`src/pkg/thermal_alarm_pkg.sv`:
```
// shared constants and types for the thermal alarm block
package thermal_alarm_pkg;
    // fixed upper nibbles of the bus slave address
    localparam logic [3:0] PFX_SENSOR = 4'h3;
    localparam logic [3:0] PFX_EEPROM = 4'ha;
    localparam logic [3:0] PFX_PROTECT = 4'h6;
    // register pointers
    localparam logic [7:0] PTR_CONFIG = 8'h01;
    localparam logic [7:0] PTR_UPPER = 8'h02;
    localparam logic [7:0] PTR_LOWER = 8'h03;
    localparam logic [7:0] PTR_CRIT = 8'h04;
    localparam logic [7:0] PTR_TEMP = 8'h05;
    localparam logic [15:0] CONFIG_RESET = 16'h0000;
    localparam logic [15:0] TRIP_RESET = 16'h0000;
    localparam logic [15:0] READ_ZERO = 16'h0000;
    localparam logic [7:0] EEPROM_IDLE_BYTE = 8'hff;
    localparam logic [2:0] BIT_LAST = 3'h7;
    localparam logic [1:0] IDX_COMMIT = 2'h2;
    localparam logic [1:0] IDX_FULL = 2'h3;
    // hysteresis in temperature lsbs of 0.0625 degC: 0, 1.5, 3, 6 degC
    localparam logic [3:0][13:0] HYST_STEPS = {14'h0060, 14'h0030, 14'h0018, 14'h0000};
    // synchroniser lanes: scl, sda, three address pins, high-voltage detect
    localparam int SYNC_BITS = 6;
    localparam logic [5:0] SYNC_RESET = 6'h03;

    typedef enum logic [2:0] {S_IDLE, S_RX, S_ACK, S_TX, S_MACK} bus_state_t;
    typedef enum logic [1:0] {T_NONE, T_SENSOR, T_EEPROM, T_PROTECT} target_t;

    typedef struct packed {
        logic [4:0] spare;
        logic [1:0] hyst;
        logic shutdown;
        logic crit_lock;
        logic win_lock;
        logic clear_alarm_bit;
        logic status;
        logic out_enable;
        logic crit_only;
        logic active_high;
        logic int_mode;
    } config_t;
endpackage

```
`src/hdl/pin_sync.sv`:
```
// two-flop synchroniser, one lane per input bit
`timescale 1ns/10ps
module pin_sync
    import thermal_alarm_pkg::*;
#(
    parameter int WIDTH = 1,
    parameter logic [WIDTH-1:0] RESET_VALUE = '0
) (
    // clock and reset
    input wire logic clock_i,
    input wire logic resetn_i,
    // lanes
    input wire logic [WIDTH-1:0] async_i,
    output logic [WIDTH-1:0] sync_o
);
    logic [WIDTH-1:0] stage1;

    genvar i;
    generate
        for (i = 0; i < WIDTH; i = i + 1) begin : g_lane
            always_ff @(posedge clock_i) begin
                if (!resetn_i) begin
                    stage1[i] <= RESET_VALUE[i];
                    sync_o[i] <= RESET_VALUE[i];
                end else begin
                    stage1[i] <= async_i[i];
                    sync_o[i] <= stage1[i];
                end
            end
        end
    endgenerate
endmodule

```
`src/hdl/thermal_alarm_event_logic.sv`:
```
// two-wire slave, trip registers and alarm output of the temperature sensor
// Notes on behaviour
// address is fixed nibble plus three pins
// sensor answers only to its own prefix
// memory and protect prefixes are also answered
// address pins sampled at every start
// high voltage on pin zero sets protection
// bytes travel most significant bit first
// master alone makes the serial clock
// config bit zero picks interrupt or comparator
// config bit two picks critical-only band
// two-bit hysteresis lowers each trip point
// lock bits freeze window and critical trips
// alarm pin floats until enabled
// config bit one sets alarm polarity
// bit four reads status, bit five clears
// mode bits frozen while output enabled
// shutdown keeps an asserted alarm asserted
// temperature word carries three band flags
// above critical forces comparator behaviour
// window trips live at two pointers
// window crossing either way raises event
// status shows logical alarm state
// clear cannot drop alarm above critical
`timescale 1ns/10ps
module thermal_alarm_event_logic
    import thermal_alarm_pkg::*;
(
    // clock and reset
    input wire logic clock_i,
    input wire logic resetn_i,
    // two-wire bus
    input wire logic scl_i,
    input wire logic sda_i,
    output logic sda_o,
    output logic sda_oe_o,
    // address straps
    input wire logic addr_select_pin_zero_i,
    input wire logic addr_select_pin_one_i,
    input wire logic addr_select_pin_two_i,
    input wire logic hv_detect_i,
    // converter result, same clock
    input wire logic [12:0] temp_i,
    // alarm pin and protection flag
    output logic event_o,
    output logic event_oe_o,
    output logic rwp_o
);
    logic [5:0] pins_sync;
    logic scl_q;
    logic sda_q;
    bus_state_t state;
    target_t target;
    logic [2:0] bit_cnt;
    logic [7:0] shreg;
    logic [1:0] byte_idx;
    logic read_mode;
    logic ack_en;
    logic ack_drive;
    logic [7:0] pointer;
    logic [7:0] msb_hold;
    logic [15:0] tx_word;
    logic [2:0] pins_latched;
    logic hv_latched;
    logic wr_stb;
    logic [15:0] wr_data;
    config_t cfg;
    logic [15:0] upper;
    logic [15:0] lower;
    logic [15:0] crit;
    logic above_crit;
    logic above_win;
    logic below_win;
    logic win_out_q;
    logic crit_q;
    logic pend;
    logic asserted;

    pin_sync #(
        .WIDTH(SYNC_BITS),
        .RESET_VALUE(SYNC_RESET)
    ) u_pin_sync (
        .clock_i(clock_i),
        .resetn_i(resetn_i),
        .async_i({hv_detect_i, addr_select_pin_two_i, addr_select_pin_one_i,
                  addr_select_pin_zero_i, sda_i, scl_i}),
        .sync_o(pins_sync)
    );

    wire scl_s = pins_sync[0];
    wire sda_s = pins_sync[1];
    wire [2:0] pins_s = pins_sync[4:2];
    wire hv_s = pins_sync[5];

    // bus edge and condition detect
    wire scl_rise = scl_s & ~scl_q;
    wire scl_fall = ~scl_s & scl_q;
    wire start_det = scl_s & scl_q & sda_q & ~sda_s;
    wire stop_det = scl_s & scl_q & ~sda_q & sda_s;
    wire [7:0] rx_byte = {shreg[6:0], sda_s};
    wire addr_ok = rx_byte[3:1] == pins_latched;
    wire target_t rx_target = !addr_ok ? T_NONE :
                              rx_byte[7:4] == PFX_SENSOR ? T_SENSOR :
                              rx_byte[7:4] == PFX_EEPROM ? T_EEPROM :
                              rx_byte[7:4] == PFX_PROTECT ? T_PROTECT : T_NONE;

    // register read view
    wire [15:0] cfg_view = {cfg[15:6], 1'b0, asserted, cfg[3:0]};
    wire [15:0] temp_view = {above_crit, above_win, below_win, temp_i};
    wire [15:0] reg_rd = pointer == PTR_CONFIG ? cfg_view :
                         pointer == PTR_UPPER ? upper :
                         pointer == PTR_LOWER ? lower :
                         pointer == PTR_CRIT ? crit :
                         pointer == PTR_TEMP ? temp_view : READ_ZERO;
    // word is frozen at the first byte so a new conversion cannot tear it
    wire [15:0] tx_src = byte_idx == '0 ? reg_rd : tx_word;
    wire [7:0] tx_next = target != T_SENSOR ? EEPROM_IDLE_BYTE :
                         byte_idx[0] ? tx_src[7:0] : tx_src[15:8];

    always_ff @(posedge clock_i) begin
        if (!resetn_i) begin
            scl_q <= 1'b1;
            sda_q <= 1'b1;
        end else begin
            scl_q <= scl_s;
            sda_q <= sda_s;
        end
    end

    always_ff @(posedge clock_i) begin
        wr_stb <= 1'b0;
        if (!resetn_i) begin
            state <= S_IDLE;
            target <= T_NONE;
            bit_cnt <= '0;
            shreg <= '0;
            byte_idx <= '0;
            read_mode <= 1'b0;
            ack_en <= 1'b0;
            ack_drive <= 1'b0;
            pointer <= '0;
            msb_hold <= '0;
            tx_word <= '0;
            pins_latched <= '0;
            hv_latched <= 1'b0;
            wr_data <= '0;
            sda_oe_o <= 1'b0;
            rwp_o <= 1'b0;
        end else if (start_det) begin
            state <= S_RX;
            target <= T_NONE;
            bit_cnt <= '0;
            byte_idx <= '0;
            sda_oe_o <= 1'b0;
            pins_latched <= pins_s;
            hv_latched <= hv_s;
        end else if (stop_det) begin
            state <= S_IDLE;
            sda_oe_o <= 1'b0;
        end else begin
            case (state)
                S_RX: begin
                    if (scl_rise) begin
                        shreg <= rx_byte;
                        bit_cnt <= bit_cnt + 3'h1;
                        if (bit_cnt == BIT_LAST) begin
                            state <= S_ACK;
                            ack_drive <= 1'b0;
                            if (target == T_NONE) begin
                                target <= rx_target;
                                read_mode <= rx_byte[0];
                                ack_en <= rx_target != T_NONE;
                                if (rx_target == T_PROTECT && !rx_byte[0] && hv_latched) begin
                                    rwp_o <= 1'b1;
                                end
                            end else begin
                                ack_en <= 1'b1;
                                if (byte_idx != IDX_FULL) begin
                                    byte_idx <= byte_idx + 2'h1;
                                end
                                if (target == T_SENSOR && byte_idx == '0) begin
                                    pointer <= rx_byte;
                                end
                                if (target == T_SENSOR && byte_idx == IDX_COMMIT - 2'h1) begin
                                    msb_hold <= rx_byte;
                                end
                                if (target == T_SENSOR && byte_idx == IDX_COMMIT) begin
                                    wr_stb <= 1'b1;
                                    wr_data <= {msb_hold, rx_byte};
                                end
                            end
                        end
                    end
                end
                S_ACK: begin
                    if (scl_fall && !ack_drive) begin
                        ack_drive <= 1'b1;
                        sda_oe_o <= ack_en;
                    end else if (scl_fall) begin
                        ack_drive <= 1'b0;
                        bit_cnt <= '0;
                        if (!ack_en) begin
                            state <= S_IDLE;
                            sda_oe_o <= 1'b0;
                        end else if (read_mode) begin
                            state <= S_TX;
                            shreg <= tx_next;
                            tx_word <= tx_src;
                            sda_oe_o <= ~tx_next[7];
                        end else begin
                            state <= S_RX;
                            sda_oe_o <= 1'b0;
                        end
                    end
                end
                S_TX: begin
                    if (scl_rise) begin
                        bit_cnt <= bit_cnt + 3'h1;
                        if (bit_cnt == BIT_LAST) begin
                            state <= S_MACK;
                            byte_idx <= byte_idx + 2'h1;
                        end
                    end else if (scl_fall) begin
                        shreg <= {shreg[6:0], 1'b0};
                        sda_oe_o <= ~shreg[6];
                    end
                end
                S_MACK: begin
                    if (scl_fall && !ack_drive) begin
                        sda_oe_o <= 1'b0;
                    end else if (scl_rise) begin
                        // master nack ends the read
                        state <= sda_s ? S_IDLE : S_MACK;
                        ack_drive <= ~sda_s;
                    end else if (scl_fall) begin
                        ack_drive <= 1'b0;
                        state <= S_TX;
                        shreg <= tx_next;
                        sda_oe_o <= ~tx_next[7];
                    end
                end
                default: state <= S_IDLE;
            endcase
        end
    end

    // register writes
    wire config_t wcfg = config_t'(wr_data);
    wire wr_cfg = wr_stb && pointer == PTR_CONFIG;
    wire wr_upper = wr_stb && pointer == PTR_UPPER;
    wire wr_lower = wr_stb && pointer == PTR_LOWER;
    wire wr_crit = wr_stb && pointer == PTR_CRIT;
    wire clear_req = wr_cfg && wcfg.clear_alarm_bit;

    always_ff @(posedge clock_i) begin
        if (!resetn_i) begin
            cfg <= config_t'(CONFIG_RESET);
            upper <= TRIP_RESET;
            lower <= TRIP_RESET;
            crit <= TRIP_RESET;
        end else begin
            if (wr_cfg) begin
                // mode and band stay put while the pin is enabled
                cfg.int_mode <= cfg.out_enable ? cfg.int_mode : wcfg.int_mode;
                cfg.crit_only <= cfg.out_enable ? cfg.crit_only : wcfg.crit_only;
                cfg.active_high <= wcfg.active_high;
                cfg.out_enable <= wcfg.out_enable;
                cfg.win_lock <= cfg.win_lock | wcfg.win_lock;
                cfg.crit_lock <= cfg.crit_lock | wcfg.crit_lock;
                cfg.shutdown <= wcfg.shutdown;
                cfg.hyst <= wcfg.hyst;
            end
            if (wr_upper && !cfg.win_lock) begin
                upper <= wr_data;
            end
            if (wr_lower && !cfg.win_lock) begin
                lower <= wr_data;
            end
            if (wr_crit && !cfg.crit_lock) begin
                crit <= wr_data;
            end
        end
    end

    // band comparisons, signed 13-bit temperatures widened by one bit
    logic signed [13:0] t_s;
    logic signed [13:0] hys_s;
    logic signed [13:0] crit_s;
    logic signed [13:0] up_s;
    logic signed [13:0] lo_s;
    assign t_s = {temp_i[12], temp_i};
    assign hys_s = HYST_STEPS[cfg.hyst];
    assign crit_s = {crit[12], crit[12:0]};
    assign up_s = {upper[12], upper[12:0]};
    assign lo_s = {lower[12], lower[12:0]};
    wire crit_set = t_s >= crit_s;
    wire crit_clr = t_s < crit_s - hys_s;
    wire up_set = t_s > up_s;
    wire up_clr = t_s <= up_s - hys_s;
    wire lo_set = t_s < lo_s - hys_s;
    wire lo_clr = t_s >= lo_s;
    wire win_out = above_win | below_win;
    wire crossing = win_out ^ win_out_q;
    wire crit_fall = crit_q & ~above_crit;
    wire next_asserted = cfg.shutdown ? asserted :
                         above_crit ? 1'b1 :
                         cfg.crit_only ? 1'b0 :
                         cfg.int_mode ? pend : win_out;

    always_ff @(posedge clock_i) begin
        if (!resetn_i) begin
            above_crit <= 1'b0;
            above_win <= 1'b0;
            below_win <= 1'b0;
            win_out_q <= 1'b0;
            crit_q <= 1'b0;
        end else begin
            above_crit <= crit_set | (above_crit & ~crit_clr);
            above_win <= up_set | (above_win & ~up_clr);
            below_win <= lo_set | (below_win & ~lo_clr);
            win_out_q <= win_out;
            crit_q <= above_crit;
        end
    end

    always_ff @(posedge clock_i) begin
        if (!resetn_i) begin
            pend <= 1'b0;
            asserted <= 1'b0;
            event_oe_o <= 1'b0;
            event_o <= 1'b0;
            sda_o <= 1'b0;
        end else begin
            // a crossing in the clearing cycle still wins
            if (crossing && cfg.out_enable && cfg.int_mode && !cfg.crit_only) begin
                pend <= 1'b1;
            end else if (clear_req || crit_fall) begin
                pend <= 1'b0;
            end
            asserted <= next_asserted;
            // open drain: pull low when the wanted level is low
            event_oe_o <= cfg.out_enable & (asserted ^ cfg.active_high);
        end
    end
endmodule

```
`config.mk`:
```
export PLATFORM = sky130hd
export DESIGN_NAME = thermal_alarm_event_logic
export DESIGN_NICKNAME = d
export VERILOG_FILES = /design/src/pkg/thermal_alarm_pkg.sv /design/src/hdl/pin_sync.sv /design/src/hdl/thermal_alarm_event_logic.sv
export SDC_FILE = /design/constraint.sdc
export NUM_CORES = 1
export LEC_CHECK = 0
export ABC_AREA = 1
export BUFFER_PORTS_ARGS = -buffer_cell sky130_fd_sc_hd__buf_4
export CORE_ASPECT_RATIO = 0.6
export CORE_MARGIN = 5
export CORE_UTILIZATION = 38
export DETAILED_ROUTE_END_ITERATION = 10
export PLACE_DENSITY = 0.63
export SLEW_MARGIN = 20
export SYNTH_ARGS = -nofsm -noshare
export SYNTH_HDL_FRONTEND = slang
export SYNTH_SLANG_ARGS = --single-unit
```
`constraint.sdc`:
```
create_clock -name clock_i -period 4.13 [get_ports clock_i]
set_clock_uncertainty 0.15 [all_clocks]
set_input_delay 0.2065 -clock clock_i [delete_from_list [all_inputs] [get_ports clock_i]]
set_output_delay 0.2065 -clock clock_i [all_outputs]
set_load 0.01 [all_outputs]
```
==> impl_metrics.py, run 1 <==
metrics = {
    "setup_path": {
        "cp.arrival_ns": 3.88,
        "start_kind": "register",
        "path_buf_inv": 3,
        "cp.required_ns": 4.30,
        "slowest_delay_ns": 0.41,
        "critPathKind": "register to register",
        "critPathSlowestCell": "ha_1",
        "cp_max_fo": 7,
        "critPathMostFrequentCell": "nand2_1",
        "critPathCaptureType": "register",
        "timing.critical_path.cells": "inv_1 -> ha_1 -> nand2_1 -> inv_1 -> nor2_1 -> ha_1 -> nor2_1 -> nor2_1 -> o21ai_0 -> nand2_1 -> nor3_4 -> a31oi_1 -> ha_1 -> nand2_1 -> inv_1 -> nand3_1 -> nor3_1 -> nand2_1 -> a21oi_1 -> nand3b_1 -> a21oi_1",
        "crit_family": "simple AND/OR/NAND/NOR gates",
    },
    "logic_synthesis": {
        "ys_seq_area_frac": 0.330,
        "synthCells": 1328,
        "yosys_warnings": 0,
        "netlist-cell-type-count": 47,
        "synth_ff_type": "dfxtp_1",
        "synth_async_sr_flop_share": 0,
        "syn-cell-area_um2": 9360,
        "synth_edf_count": 0,
        "synth_area_per_cell_um2": 7.04,
        "ys_ff_latch": 154,
    },
    "global_routing": {
        "antenna_found_initial": 0,
        "grt_pass1_wl_um": 46200,
        "overflow": 0,
        "grt_start_max_net_pins": 113,
        "grt_pass1_vias": 8005,
        "grt_use_total": 0.212,
    },
    "die": {
        "core_area_um2": 24200,
        "die_width_um": 213,
        "die_y_um": 132,
        "rows": 44,
        "dieArea_um2": 28000,
        "io_pins": 26,
        "start_util": 0.386,
    },
    "final_layout": {
        "n_fill_cell": 2515,
        "fin_nets": 1460,
        "drive_above_1_share": 0.0775,
        "area_delta_synth_final_pct": 11.7,
        "antenna_cells": 0,
    },
    "clock_network": {
        "cts.sinks": 154,
        "clk_path_buf_depth": 2,
        "root_buffer": "clkbuf_16",
        "cts_tree": "done",
        "cts_buffers": 17,
        "cts_setup_buffers": 0,
        "insertion_delay_ns": 0.44,
        "h-tree-depth": 4,
        "clk_pin_slew_worst_paths_ns": 0.07,
    },
    "sta": {
        "tightest_slew_ns": 1.12,
        "period_needed_ns": 3.71,
        "maxSlewViolCount": 0,
        "finalCritPeriodShare": 0.898,
        "fin_hold_ws_ns": 0.0911,
        "setup_viol": 0,
        "rsz0062_at_grt": "false",
        "finalHoldViolCount": 0,
        "fmax_ghz": 0.270,
        "max_slew_margin": 0.252,
        "fin_tns_setup_ns": 0,
        "fin_ws_ns": 0.421,
    },
    "placement": {
        "gp_congestion": 0.997,
        "dp_slack_ns": 0.282,
        "dp_hpwl_um": 22500,
        "io_buffer_count": 23,
    },
    "power": {
        "power_frac_comb": 0.174,
        "p_sw_mw": 1.30,
        "p_per_area_nw_per_um2": 376,
        "seqPwrFrac": 0.425,
        "cell_internal_pwr_mw": 2.64,
        "swShare": 0.330,
        "ir_drop_v": 0.000314,
        "total_leakage_power_nw": 4.39,
        "p_clk_frac": 0.401,
    },
    "drt": {
        "drt-met1-wl_um": 15200,
        "route.detailed.drc": 0,
        "highest_layer": "met4",
        "wl_met2_um": 10600,
        "dr.pass1.iters": 5,
        "wl_met3_um": 3350,
        "drt-initial-drc-count": 839,
        "ant_nets": 0,
        "vias": 9018,
        "wl_per_cell_um": 17.6,
        "drt-total-wl_um": 29500,
        "viasPerCell": 5.38,
    },
    "hold_path": {
        "hold_path.class": "input port to register",
    },
    "run_status": {
        "status": "finished clean",
    },
    "job": {
        "maxCapViolations": 0,
    },
}
registers in the layout, summed over array words and instances, names as in the netlist, 6 cells and up:
name and count:
upper 16, lower 16, u_pin_sync.stage1 6, shreg 7, cfg 9, wcfg 16, pointer 8, msb_hold 8
crit 16, tx_word 16, u_pin_sync.sync_o 6
through the flow:
stage | std cells | utilization | area, um^2 | total power, mW
after floorplan | 1329 | - | 9360 | 2.12
final | 1676 | 0.431 | 10500 | 3.93
after CTS | 1676 | 0.431 | 10400 | 3.93
after global routing | 1676 | 0.431 | 10500 | 4.11
after detailed placement | 1638 | 0.405 | 9800 | 2.36
after global placement | 1638 | 0.405 | 9800 | 2.35
logic make-up (layout without fill, tap and decap cells):
kind of cell,after synthesis,after routing,share of synthesized area
buffers and inverters,206,231,0.0857
DFF,154,154,0.330
and+or+nand+nor,497,497,0.231
AOI/OAI and AO/OA,344,344,0.196
adders and majority gates,98,98,0.131
other,1,2,0.000401
xor gates and xnor gates,28,28,0.0262
worst reg2reg max path: stages, from the launching register on:
cell	delay [ns]
dfxtp_1	0.35
inv_1	0.11
ha_1	0.41
nand2_1	0.08
inv_1	0.08
nor2_1	0.05
ha_1	0.19
nor2_1	0.18
nor2_1	0.06
o21ai_0	0.17
nand2_1	0.14
nor3_4	0.24
a31oi_1	0.13
ha_1	0.36
nand2_1	0.09
inv_1	0.06
nand3_1	0.10
nor3_1	0.22
nand2_1	0.11
a21oi_1	0.13
nand3b_1	0.12
a21oi_1	0.07
power by group through the flow:
stage	clock network, mW	registers, mW	logic [mW]
floorplan	0	1.64	0.481
global placement	0	1.70	0.649
detailed placement	0	1.70	0.659
CTS	1.60	1.66	0.669
global route	1.67	1.68	0.760
finish	1.58	1.67	0.685
cells in the mapped netlist, types with 7 or more instances:
library cell	instances	area, um^2
nand2_1	203	762
a21oi_1	159	796
dfxtp_1	154	3080
inv_1	153	574
nor2_1	152	571
o21ai_0	141	706
ha_1	98	1230
nand3_1	72	360
clkbuf_1	29	109
xor2_1	19	166
nor3_1	18	90.1
or2_2	17	106
a211oi_1	13	97.6
buf_2	10	50.1
nand4_1	10	62.6
nor4_1	10	62.6
xnor2_1	9	78.8
inv_2	7	26.3
placed cells by master (no fill, tap or decap), types with 4 or more instances in the layout:
master         count
nor4_1            10
a21oi_1          159
inv_2              7
o21bai_1           4
xnor2_1            9
or2_2             17
a211oi_1          13
nand3_1           72
o211ai_1           4
dfxtp_1          154
inv_1            153
dlygate4sd3_1      6
nor3_1            17
nor2_1           152
clkbuf_16         17
nand4_1           10
buf_4             31
nand2_1          203
xor2_1            19
ha_1              98
inv_6              7
a31oi_1            6
o21ai_0          141
what timing repair did:
item | CTS | global route
resized for setup | 0 | 2
endpoints found under the hold margin | 6 | 0
hold buffers | 6 | 0
setup endpoints to repair | 0 | 1
cell type report:
| type | instances | area (um^2) | share of cell area |
|---|---|---|---|
| multi-input combinational | 969 | 5490 | 0.525 |
| inverter | 162 | 608 | 0.0582 |
| timing repair buffer | 37 | 293 | 0.0280 |
| clock inverter | 15 | 154 | 0.0147 |
| tap | 322 | 403 | 0.0385 |
| clock buffer | 17 | 425 | 0.0407 |
| sequential | 154 | 3080 | 0.295 |
worst paths after layout:
kind / startpoint / to / slack, ns / cells after the start
setup / recovery: cfg[10] / above_win / 0.42 / 21
hold / removal: resetn_i / above_win / 0.09 / 3
setup reg to reg: cfg[10] / above_win / 0.42 / 21
hold reg to reg: u_pin_sync.stage1[5] / u_pin_sync.sync_o[5] / 0.26 / 2
routing by layer:
layer,GRT usage,vias up
li1,-,4477
met1,0.343,4159
met2,0.253,354
met3,0.0834,28
met4,0.0423,0
met5,0,-
Power figures use the tool's default switching activity.
==> run 2: changes to the inputs <==
CELL_PAD_IN_SITES_DETAIL_PLACEMENT = 1   (was unset)
CELL_PAD_IN_SITES_GLOBAL_PLACEMENT = 2   (was unset)
CORE_UTILIZATION = 37   (was 38)
PLACE_DENSITY = 0.91   (was 0.63)
==> run 2 against run 1 <==
Via count up 3.1%. Worst setup slack got worse by 0.12 ns. Sequential power about the same. Critical path depth unchanged. Critical path type unchanged. Critical endpoint unchanged. Largest power group unchanged. Highest routed layer unchanged.
==> impl_metrics.py, run 2 (synthesized netlist as in run 1, its figures left out) <==
metrics = {
    "run_status": {
        "status": "finished clean",
    },
    "hold_path": {
        "hold_path.class": "input port to register",
        "min_from": "resetn_i",
    },
    "power": {
        "p_per_area_nw_per_um2": 377,
        "total_leakage_power_nw": 4.40,
        "p_sw_mw": 1.32,
        "total_power_mw": 3.95,
        "seqPwrFrac": 0.424,
        "power_frac_comb": 0.182,
        "p_clk_frac": 0.394,
        "ir_drop_v": 0.000261,
        "cell_internal_pwr_mw": 2.63,
        "swShare": 0.334,
    },
    "clock_network": {
        "clk_path_buf_depth": 2,
        "cts_buffers": 17,
        "cts_tree": "done",
        "clk_pin_slew_worst_paths_ns": 0.08,
        "insertion_delay_ns": 0.45,
        "h-tree-depth": 4,
        "cts.sinks": 154,
        "root_buffer": "clkbuf_16",
    },
    "placement": {
        "dp.cells": 1649,
        "dp_hpwl_um": 25700,
        "io_buffer_count": 23,
        "gp_congestion": 0.952,
        "dp_slack_ns": 0.132,
    },
    "sta": {
        "tightest_slew_ns": 1.09,
        "max_slew_margin": 0.272,
        "fin_ws_ns": 0.306,
        "fmax_ghz": 0.261,
        "period_needed_ns": 3.82,
        "finalCritPeriodShare": 0.926,
        "finalHoldViolCount": 0,
        "setup_viol": 0,
        "maxSlewViolCount": 0,
    },
    "die": {
        "core_area_um2": 25100,
        "die_width_um": 215,
        "io_pins": 26,
        "dieArea_um2": 28700,
        "die_y_um": 133,
        "start_util": 0.373,
        "rows": 45,
    },
    "final_layout": {
        "finalNonFillerCells": 1686,
        "final_common_cell": "nand2_1",
        "fin_nets": 1464,
        "antenna_cells": 0,
        "drive_above_1_share": 0.0803,
        "layout_common_cells": "nand2_1 (203), a21oi_1 (159), dfxtp_1 (154)",
        "area_delta_synth_final_pct": 12.0,
    },
    "global_routing": {
        "grt_pass1_wl_um": 52200,
        "antenna_found_initial": 0,
        "grt_pass1_vias": 9047,
        "grt_start_max_net_pins": 113,
        "grt_use_total": 0.234,
        "overflow": 0,
    },
    "drt": {
        "dr.pass1.iters": 5,
        "ant_nets": 0,
        "route.detailed.drc": 0,
        "wl_per_cell_um": 19.9,
        "viasPerCell": 5.52,
        "drt-initial-drc-count": 731,
        "vias": 9302,
        "drt-total-wl_um": 33500,
    },
    "setup_path": {
        "timing.critical_path.cells": "inv_1 -> ha_2 -> nand2_1 -> inv_1 -> nor2_1 -> ha_1 -> nor2_1 -> nor2_1 -> o21ai_0 -> nand2_1 -> nor3_4 -> a31oi_1 -> ha_1 -> nand2_1 -> inv_1 -> nand3_1 -> nor3_1 -> nand2_1 -> a21oi_1 -> nand3b_1 -> a21oi_1",
        "start_kind": "register",
        "critPathSlowestCell": "ha_2",
        "critPathMostFrequentCell": "nand2_1",
        "cp.required_ns": 4.31,
        "cp.arrival_ns": 4.00,
        "crit-reg2reg-launch": "cfg[10]",
        "critPathKind": "register to register",
        "slowest_delay_ns": 0.42,
        "critPathCaptureType": "register",
        "cp_max_fo": 7,
        "crit_start": "cfg[10]",
    },
    "job": {
        "maxCapViolations": 0,
    },
}
==> run 2: through the flow <==
step | utilization | instance area, um^2 | setup TNS (ns) | hold slack [ns]
final | 0.417 | 10500 | 0 | 0.136
after global routing | 0.417 | 10500 | -0.0277 | 0.153
after CTS | 0.417 | 10500 | 0 | 0.139
after detailed placement | 0.392 | 9840 | 0 | 0.245
after global placement | 0.392 | 9840 | 0 | 0.243
after floorplan | - | 9360 | 0 | 0.154
==> run 2: worst max-delay path: cells and delay by family (launching register included) <==
kind / cells / cell delay [ns]
compound gates: 4 / 0.55
fa+ha+maj: 3 / 0.99
buf+inv: 3 / 0.26
flops: 1 / 0.36
simple gates: 11 / 1.41
==> run 2: final cells by class <==
type                       instances  area (um^2)
clock buffer                      17          425
tap                              329          412
timing repair buffer              41          323
sequential                       154         3080
inverter                         162          608
fill                            3188        14600
multi-input combinational        969         5490
clock inverter                    14          140
==> run 2: final timing paths <==
path                     endpoint  cells after the start  slack, ns
max                     above_win                     21       0.31
min                     below_win                      3       0.14
max reg2reg             above_win                     21       0.31
min reg2reg  u_pin_sync.sync_o[0]                      1       0.27
==> run 2: layer usage <==
metal  share of wire  up-vias  global-route usage  wire length (um)
li1                -     4465                   -                 -
met1            0.53     4553               0.370             17800
met2            0.38      246               0.309             12600
met3           0.079       38              0.0643              2650
met4           0.015        0              0.0536               502
met5               0        -                   0                 0
==> run 2: power groups by stage <==
| stage | Clock, mW | Sequential (mW) | Combinational [mW] |
|---|---|---|---|
| 3_5_place_dp | 0 | 1.70 | 0.698 |
| 5_1_grt | 1.65 | 1.68 | 0.804 |
| 4_1_cts | 1.58 | 1.67 | 0.708 |
| 6_report | 1.56 | 1.67 | 0.717 |
| 3_3_place_gp | 0 | 1.70 | 0.673 |
| 2_1_floorplan | 0 | 1.64 | 0.481 |
==> run 2: repair_timing <==
| item | CTS | global route |
|---|---|---|
| resized for setup | 0 | 3 |
| buffers inserted | 0 | 0 |
| hold buffers | 6 | 0 |
| setup endpoints to repair | 0 | 1 |
| endpoints found under the hold margin | 6 | 0 |
